--- config.mk ---
export PLATFORM = sky130hd
export DESIGN_NAME = adchc_top
export DESIGN_NICKNAME = d
export VERILOG_FILES = /design/src/verilog/adchc_pkg.sv /design/src/verilog/adchc_top.sv
export SDC_FILE = /design/constraint.sdc
export NUM_CORES = 1
export LEC_CHECK = 0
export BUFFER_PORTS_ARGS = -buffer_cell sky130_fd_sc_hd__buf_4
export CORE_MARGIN = 2
export CORE_UTILIZATION = 25
export CTS_CLUSTER_SIZE = 16
export DETAILED_ROUTE_END_ITERATION = 8
export GPL_TIMING_DRIVEN = 1
export PLACE_DENSITY = 0.43
export SYNTH_ARGS = -nofsm -noshare
export SYNTH_HDL_FRONTEND = slang
export SYNTH_SLANG_ARGS = --single-unit
--- constraint.sdc ---
create_clock -name sys_clk -period 2.5 [get_ports sys_clk]
set_input_delay 0.625 -clock sys_clk [delete_from_list [all_inputs] [get_ports sys_clk]]
set_output_delay 0.625 -clock sys_clk [all_outputs]
set_load 0.01 [all_outputs]
--- src/verilog/adchc_pkg.sv ---
// ==========================================================================
// shared constants and carriers
package adchc_pkg;

  // ========================================================================
  // widths
  localparam int DATA_W = 18;
  localparam int CNT_W  = 8;

  // ========================================================================
  // timing: figures in their own unit, counts derived from the clock rate
  localparam int CLK_MHZ      = 25;
  localparam int CONV_TIME_NS = 700;   // internal conversion time
  localparam int CAL_TIME_NS  = 2000;  // calibration phase after reset
  localparam int CONV_CYCLES  = (CONV_TIME_NS * CLK_MHZ + 999) / 1000;
  localparam int CAL_CYCLES   = (CAL_TIME_NS * CLK_MHZ + 999) / 1000;
  localparam logic [CNT_W-1:0] CONV_LAST = CNT_W'(CONV_CYCLES - 1);
  localparam logic [CNT_W-1:0] CAL_LAST  = CNT_W'(CAL_CYCLES - 1);
  localparam logic [CNT_W-1:0] CNT_ZERO  = 8'h00;
  localparam logic [CNT_W-1:0] CNT_ONE   = 8'h01;

  // ========================================================================
  // reference figure driven on the reference pin when internal
  localparam int REF_INTERNAL_MV = 2048;

  // ========================================================================
  // reset values
  localparam logic [DATA_W-1:0] DATA_RST = 18'h0_0000;
  localparam int                MSB     = DATA_W - 1;

  // ========================================================================
  // control state
  typedef enum logic [2:0] {
    ST_IDLE,
    ST_RESET,
    ST_CAL,
    ST_CONV,
    ST_SLEEP
  } adchc_state_t;

  // control pins from the host
  typedef struct packed {
    logic reset_in;
    logic power_down_in;
    logic conversion_start_n;
    logic ref_shutdown_in;
    logic ref_buffer_shutdown_in;
  } adchc_ctl_t;

  // read-side pins from the host
  typedef struct packed {
    logic cs_n;
    logic rd_n;
    logic sclk;
  } adchc_rd_t;

endpackage

--- src/verilog/adchc_top.sv ---
`timescale 1ns/1ns
// Contract
// - The output bus is driven only while device select and read are both low.
// - The host serial clock shifts data only while device select is low.
// - A high reset input holds the device in reset and drops any conversion unfinished.
// - The fall of the reset input starts calibration, with busy high throughout.
// - Power-down lets a running conversion finish, then ignores further starts.
// - A falling conversion start switches track to hold and begins a conversion.
// - Low shutdown inputs enable the internal 2.048 V reference and buffer, high disables them.
// - Busy rises at conversion start and falls once the result is in the shift register.
module adchc_top (
  // clock and reset
  input  wire logic                       sys_clk,
  input  wire logic                       rst,
  // host pins
  input  wire adchc_pkg::adchc_ctl_t      ctl,
  input  wire adchc_pkg::adchc_rd_t       rdp,
  // result word from the analog core
  input  wire logic [adchc_pkg::MSB:0]    sar_result,
  // status and sampling stage
  output logic                            busy,
  output logic                            hold,
  // output bus: enable low while driving
  output logic [adchc_pkg::MSB:0]         data_out,
  output logic                            data_oe_n,
  output logic                            sdout,
  output logic                            sdout_oe_n,
  // reference control
  output logic                            int_ref_en,
  output logic                            ref_buf_en
);

  // ========================================================================
  // state
  adchc_pkg::adchc_state_t         state_reg, state_next;
  logic [adchc_pkg::CNT_W-1:0]     cnt_reg, cnt_next;
  logic                            busy_reg, busy_next;
  logic                            hold_reg, hold_next;
  logic                            start_prev_reg;
  logic                            sclk_prev_reg;
  logic [adchc_pkg::MSB:0]         shift_reg, shift_next;
  logic [adchc_pkg::MSB:0]         word_reg, word_next;
  logic                            oe_n_reg, oe_n_next;
  logic                            ref_en_reg, ref_en_next;
  logic                            buf_en_reg, buf_en_next;
  logic                            start_fall;
  logic                            load_now;
  logic                            sclk_rise;

  // edge detectors on synchronous inputs
  assign start_fall = start_prev_reg & ~ctl.conversion_start_n;
  assign sclk_rise  = ~sclk_prev_reg & rdp.sclk;

  // ========================================================================
  // control sequencer next state
  always_comb begin
    state_next = state_reg;
    cnt_next   = cnt_reg;
    busy_next  = busy_reg;
    hold_next  = hold_reg;
    load_now   = 1'b0;
    if (ctl.reset_in) begin
      state_next = adchc_pkg::ST_RESET;
      cnt_next   = adchc_pkg::CNT_ZERO;
      busy_next  = 1'b0;
      hold_next  = 1'b0;
    end else begin
      case (state_reg)
        adchc_pkg::ST_RESET: begin
          state_next = adchc_pkg::ST_CAL;
          cnt_next   = adchc_pkg::CNT_ZERO;
          busy_next  = 1'b1;
        end
        adchc_pkg::ST_CAL: begin
          if (cnt_reg == adchc_pkg::CAL_LAST) begin
            state_next = adchc_pkg::ST_IDLE;
            busy_next  = 1'b0;
          end else begin
            cnt_next = cnt_reg + adchc_pkg::CNT_ONE;
          end
        end
        adchc_pkg::ST_IDLE: begin
          if (ctl.power_down_in) begin
            state_next = adchc_pkg::ST_SLEEP;
          end else if (start_fall) begin
            state_next = adchc_pkg::ST_CONV;
            cnt_next   = adchc_pkg::CNT_ZERO;
            busy_next  = 1'b1;
            hold_next  = 1'b1;
          end
        end
        adchc_pkg::ST_CONV: begin
          // starts during a conversion are not honoured
          if (cnt_reg == adchc_pkg::CONV_LAST) begin
            load_now   = 1'b1;
            busy_next  = 1'b0;
            hold_next  = 1'b0;
            state_next = ctl.power_down_in ? adchc_pkg::ST_SLEEP
                                           : adchc_pkg::ST_IDLE;
          end else begin
            cnt_next = cnt_reg + adchc_pkg::CNT_ONE;
          end
        end
        adchc_pkg::ST_SLEEP: begin
          if (!ctl.power_down_in) begin
            state_next = adchc_pkg::ST_IDLE;
          end
        end
        default: begin
          state_next = adchc_pkg::ST_IDLE;
        end
      endcase
    end
  end

  // control sequencer registers
  always_ff @(posedge sys_clk or posedge rst) begin
    if (rst) begin
      state_reg      <= adchc_pkg::ST_IDLE;
      cnt_reg        <= adchc_pkg::CNT_ZERO;
      busy_reg       <= 1'b0;
      hold_reg       <= 1'b0;
      start_prev_reg <= 1'b1;
    end else begin
      state_reg      <= state_next;
      cnt_reg        <= cnt_next;
      busy_reg       <= busy_next;
      hold_reg       <= hold_next;
      start_prev_reg <= ctl.conversion_start_n;
    end
  end

  // ========================================================================
  // output data path next values
  always_comb begin
    word_next  = word_reg;
    shift_next = shift_reg;
    if (load_now) begin
      word_next  = sar_result;
      shift_next = sar_result;
    end else if (sclk_rise && !rdp.cs_n) begin
      shift_next = {shift_reg[adchc_pkg::MSB-1:0], 1'b0};
    end
    oe_n_next   = rdp.cs_n | rdp.rd_n;
    ref_en_next = ~ctl.ref_shutdown_in;
    buf_en_next = ~ctl.ref_buffer_shutdown_in;
  end

  // output data path registers
  always_ff @(posedge sys_clk or posedge rst) begin
    if (rst) begin
      word_reg      <= adchc_pkg::DATA_RST;
      shift_reg     <= adchc_pkg::DATA_RST;
      oe_n_reg      <= 1'b1;
      ref_en_reg    <= 1'b0;
      buf_en_reg    <= 1'b0;
      sclk_prev_reg <= 1'b0;
    end else begin
      word_reg      <= word_next;
      shift_reg     <= shift_next;
      oe_n_reg      <= oe_n_next;
      ref_en_reg    <= ref_en_next;
      buf_en_reg    <= buf_en_next;
      sclk_prev_reg <= rdp.sclk;
    end
  end

  // outputs straight from flops
  assign busy       = busy_reg;
  assign hold       = hold_reg;
  assign data_out   = word_reg;
  assign data_oe_n  = oe_n_reg;
  assign sdout      = shift_reg[adchc_pkg::MSB];
  assign sdout_oe_n = oe_n_reg;
  assign int_ref_en = ref_en_reg;
  assign ref_buf_en = buf_en_reg;

  // ========================================================================
  // checks
  localparam int CONV_CYC = adchc_pkg::CONV_CYCLES;

  // bus drives only under select and read
  a_bus_enable_gate: assert property (@(posedge sys_clk) disable iff (rst)
    !rst |=> (data_oe_n == ($past(rdp.cs_n) | $past(rdp.rd_n))))
    else $error("bus enable does not follow select and read");

  // deselected serial clock leaves the shifter alone
  a_sclk_cs_gate: assert property (@(posedge sys_clk) disable iff (rst)
    (rdp.cs_n && sclk_rise && !load_now) |=> $stable(shift_reg))
    else $error("serial clock shifted while deselected");

  // reset input aborts and holds
  a_reset_abort: assert property (@(posedge sys_clk) disable iff (rst)
    ctl.reset_in |=> (!busy && !hold && state_reg == adchc_pkg::ST_RESET))
    else $error("reset input did not abort");

  // calibration shows busy after reset release
  a_cal_busy_high: assert property (@(posedge sys_clk) disable iff (rst)
    (state_reg == adchc_pkg::ST_RESET && !ctl.reset_in) ##1 !ctl.reset_in[*8]
      |-> busy[*8])
    else $error("busy not high during calibration");

  // starts ignored while powered down
  a_sleep_ignore: assert property (@(posedge sys_clk) disable iff (rst)
    (state_reg == adchc_pkg::ST_SLEEP && !ctl.reset_in && start_fall) |=> !busy)
    else $error("conversion started while powered down");

  // start edge holds and raises busy
  a_start_hold: assert property (@(posedge sys_clk) disable iff (rst)
    (state_reg == adchc_pkg::ST_IDLE && !ctl.reset_in && !ctl.power_down_in
     && start_fall) |=> (hold && busy))
    else $error("start edge did not begin a conversion");

  // reference enables follow the shutdown inputs
  a_ref_follow: assert property (@(posedge sys_clk) disable iff (rst)
    !rst |=> (int_ref_en == !$past(ctl.ref_shutdown_in)
              && ref_buf_en == !$past(ctl.ref_buffer_shutdown_in)))
    else $error("reference enable wrong");

  // busy falls with the result loaded
  a_busy_result: assert property (@(posedge sys_clk) disable iff (rst)
    (load_now && !ctl.reset_in) |=> (!busy && word_reg == $past(sar_result)))
    else $error("result not latched when busy fell");

  // conversion ends in bounded time
  a_conv_bound: assert property (@(posedge sys_clk) disable iff (rst)
    $rose(busy) && state_reg == adchc_pkg::ST_CONV |-> ##[1:CONV_CYC] !busy)
    else $error("conversion did not finish");

endmodule

==> Word-level counts from Yosys, hierarchy flattened <==
Cells that the tools add are included.
{ "totals": {"reg_bits": 54, "in_bits": 28, "output_inout_bits": 25, "word_cells": 70} }
{ "classes": {"n_addsub": 1, "n_eq_ne": 14, "n_mux": 27, "bitwise_logic": 7, "n_reduce_logical": 10} }
{ "ops": {"columns": ["operator", "n"], "rows": [
  ["$mux W8", 5],
  ["$mux W18", 2],
  ["$pmux W8 S4", 1],
  ["$mux W3", 7],
  ["$ne A3 B3 Y1 const B", 7],
  ["$pmux W3 S5", 1],
  ["$reduce_and A5 Y1", 2],
  ["$mux W1", 9],
  ["$add A8 B1 Y8 const B", 1],
  ["$eq A8 B5 Y1 const B", 1],
  ["$eq A8 B6 Y1 const B", 1],
  ["$reduce_and A4 Y1", 2],
  ["$eq A3 B2 Y1 const B", 2],
  ["$reduce_bool A5 Y1", 1],
  ["$ne A4 B4 Y1 const B", 1],
  ["$not A1 Y1", 4],
  ["$pmux W1 S4", 1],
  ["$eq A3 B1 Y1 const B", 1],
  ["$eq A3 B3 Y1 const B", 1],
  ["$logic_not A3 Y1", 1],
  ["$reduce_bool A3 Y1", 1],
  ["$and A1 B1 Y1", 2],
  ["$pmux W1 S2", 1],
  ["$reduce_bool A2 Y1", 1],
  ["other kinds (3)", 3]
]} }

==> Logic depth before layout (Yosys ltp) <==
{ "depth": {"word_depth": 6, "depth_mapped": 7, "mapped_depth_nobuf": 6} }

==> Worst setup path after synthesis <==
OpenSTA, ideal clock, no wires.
{ "synth_timing": {"path_kind": "in2reg", "start": "in ctl[3] in the netlist's numbering", "end": "reg cnt_reg[4] in the netlist's numbering", "setup_time_ns": 0.129, "arrival_ns": 1.602, "required_ns": 2.371, "slack_ns": 0.768, "path_stages": 4, "path_buffers": 0, "cell_sequence": "or4b_1 > o211a_1 > o21ai_0 > o31ai_1"} }
{ "synth_between": {"elab_chain_cells": 2} }
{ "synth_lines": {"columns": ["element", "line", "text"], "rows": [
  ["start: declaration", "adchc_top.sv:16", "input wire adchc_pkg::adchc_ctl_t ctl,"],
  ["$ne A3 B3 Y1 (no line)", null, null],
  ["$reduce_and A5 Y1 (no line)", null, null],
  ["end signal: assignment", "adchc_top.sv:120", "cnt_reg <= adchc_pkg::CNT_ZERO;"],
  ["end signal: assignment", "adchc_top.sv:126", "cnt_reg <= cnt_next;"],
  ["end: declaration", "adchc_top.sv:36", "logic [adchc_pkg::CNT_W-1:0] cnt_reg, cnt_next;"]
]} }
Every way passes these cells.
A chain may end at the register's enable or synchronous reset.

==> Worst setup path in the final report <==
{ "layout_timing": {"start": "reg cnt_reg[0] in the netlist's numbering", "end": "reg word_reg (netlist bit data_out[15])"} }
{ "layout_between": {"elab_chain_cells": 4} }
{ "layout_lines": {"columns": ["element", "line", "text"], "rows": [
  ["$eq A8 B5 Y1", "adchc_top.sv:94", "if (cnt_reg == adchc_pkg::CONV_LAST) begin"],
  ["$mux W1", "adchc_top.sv:94", null],
  ["$mux W1", "adchc_top.sv:68", "case (state_reg)"],
  ["$mux W1", "adchc_top.sv:62", "if (ctl.reset_in) begin"],
  ["end signal: assignment", "adchc_top.sv:152", "word_reg <= adchc_pkg::DATA_RST;"],
  ["end signal: assignment", "adchc_top.sv:159", "word_reg <= word_next;"],
  ["end: declaration", "adchc_top.sv:42", "logic [adchc_pkg::MSB:0] word_reg, word_next;"]
]} }
Every way passes these cells.

==> results.cfg <==
[grt]
grt_pass1_wl_um = 7760
grt.overflow.total = 0
track_usage_pct = 9.35
antenna_found_initial = 0
grt_start_max_net_pins = 56
grt_pass1_vias = 1665

[synthesis]
synthMuxAreaShare_pct = 16.9
syn_inst = 203
async_flop_share_pct = 100
synth_compound_area_share_pct = 10.9
syn-num-nets = 233
synth.distinct_cells = 44
avgSynthCellArea_um2 = 12.1
synth-xor-area-share_pct = 0.716
ys_warn_count = 0
synth_edf_count = 0
yosysSeqAreaShare_pct = 55.3
synthAdderAreaFrac_pct = 1.02
syn-cell-area_um2 = 2450
synthSimpleGateAreaFrac_pct = 11.6
synth_ff_type = dfrtp_1
synth_seq_cells = 54
synth_top_family_by_area = multiplexers

[die]
die_h_um = 103
die_w_um = 103
initial_utilization_pct = 25.4
dieArea_um2 = 10600
row_count = 36
core_um2 = 9640
ios = 53

[critical_path]
critPathSlowestCell = buf_4
arrival_ns = 2.20
cp.depth = 5
cp-start-kind = register
critPathMaxStageDelay_ns = 0.51
worstPathRequired_ns = 2.69
crit_family = buffers and inverters
cp-end-kind = register
r2r_cells = 5
cp_max_fo = 55
path_buf_inv = 1
critical_path_class = reg2reg
cp_cell_sequence = ha_1, and4bb_4, nand4_4, buf_4, mux2_2

[sta]
rsz0062_at_grt = no
drv_slew = 0
setup_viol = 0
min_period_over_period_pct = 80.4
skew_ns = 0.0151
fin_tns_setup_ns = 0
period_needed_ns = 2.01
worst_pin_slew_ns = 0.634
hold_viol_final = 0
max_slew_margin_pct = 57.7
fmax_ghz = 0.498

[pwr]
p_leak_uw = 0.00149
ir_worst_vdd_mv = 0.280
power_density_nw_per_um2 = 566

[hold_path]
hp-class = in2async

[route]
drt-vias-per-instance = 4.26
final_antenna_net_count = 0
drt_iter0_drc = 66
dr_total_vias = 1659
dr.pass1.iters = 4
drc = 0
wirelength_um = 4850
routedWlPerCell_um = 12.5

[cts]
path_clk_slew_ns = 0.10
clock_latency_ns = 0.31
cts-root-buf = clkbuf_8
clock_path_buffers = 2
h-tree-depth = 2
holdBufCountCts = 0
cts_resized = 0
cts_made_buffers = 5
cts.sink_count = 54
cts_tree = built
postCtsSetupBuffers = 0

[layout]
multi_input_area_um2 = 1010
most-common-layout-cells = 54 x buf_4, 52 x dfrtp_1, 21 x nor2_1, 21 x a21oi_1, 18 x mux2i_1
ff_latch_area_um2 = 1350
layout_commonest_cell = buf_4
insertedDiodeCount = 0
final_core_util_pct = 32.0
area_delta_synth_final_pct = 26.2
nFillCells = 1021
final_nets = 285
layout-drive-gt1-share_pct = 35.9

[placed_design]
dpl.hpwl_um = 3380
gp_congestion = 0.842
io_buffer_count = 52

[flow_run]
max_cap_violations = 0

[status]
status = finished, final reports clean
## layout make-up
cell class                      instances  area share, %
Sequential cell                        54           43.8
Clock buffer                            7           3.12
Tap cell                              133           5.39
Clock inverter                          1          0.284
Multi-Input combinational cell        132           32.7
Inverter                                7          0.851
Timing Repair Buffer                   55           13.8
## worst register-to-register path: cells and delay by family, from the launching register on
kind                       cells  cell delay, ns
buffers and inverters          1            0.51
DFF                            1            0.44
muxes                          1            0.43
and+or+nand+nor                2            0.30
adders and majority gates      1            0.22
## per-stage QoR
step	instances	total power [uW]	hold WS [ns]	worst slack [ns]	instance area, um^2
2_1_floorplan	203	1130	0.477	0.564	2450
3_3_place_gp	381	1220	0.479	0.472	2980
3_5_place_dp	381	1230	0.492	0.439	2980
4_1_cts	389	1790	0.289	0.494	3090
5_1_grt	389	1850	0.287	0.400	3090
6_report	389	1750	0.276	0.490	3090
## power breakdown
part           switching, uW  total (uW)  leakage [uW]  internal, uW
combinational            130         251      0.000701           121
clock                    289         543     0.0000544           255
sequential              43.7         953      0.000733           909
## Yosys cell counts (2+ instances only)
master    count  area (um^2)
o21ai_0       8         40.0
buf_2         4         20.0
clkbuf_1      3         11.3
o22ai_1       2         12.5
nand2_1       8         30.0
buf_6         2         22.5
mux2_4       11          165
ha_1          2         25.0
o21ai_1       2         10.0
o31ai_1       2         15.0
inv_1         7         26.3
nor2_1       21         78.8
nand3_1       4         20.0
nor3b_1       2         15.0
dfrtp_1      52         1300
mux2i_1      18          180
mux2_2        6         67.6
a21oi_1      21          105
dfstp_2       2         52.6
xor2_1        2         17.5
## metal layers
metal,vias up,GRT usage (%),wire length (um)
li1,823,-,-
met1,798,11.7,2280
met2,31,15.8,2320
met3,7,2.37,189
met4,0,3.04,66
met5,-,0,0
## kinds of logic (layout without fill, tap and decap cells)
kind of cell	count (synthesis)	after routing
compound gates	44	44
xor+xnor	2	2
fa+ha+maj	2	2
buf+inv	17	70
flops	54	54
mux	35	35
simple gates	49	49
## final timing paths
kind                              from             end  slack [ns]
setup / recovery            cnt_reg[0]    data_out[15]        0.49
hold / removal                     rst    state_reg[2]        0.28
setup reg to reg            cnt_reg[0]    data_out[15]        0.49
hold reg to reg            data_out[0]     data_out[0]        0.51
max in group asynchronous          rst       data_oe_n        1.64
min in group sys_clk            ctl[2]  start_prev_reg        0.42
(Power assumes the default switching activity.)
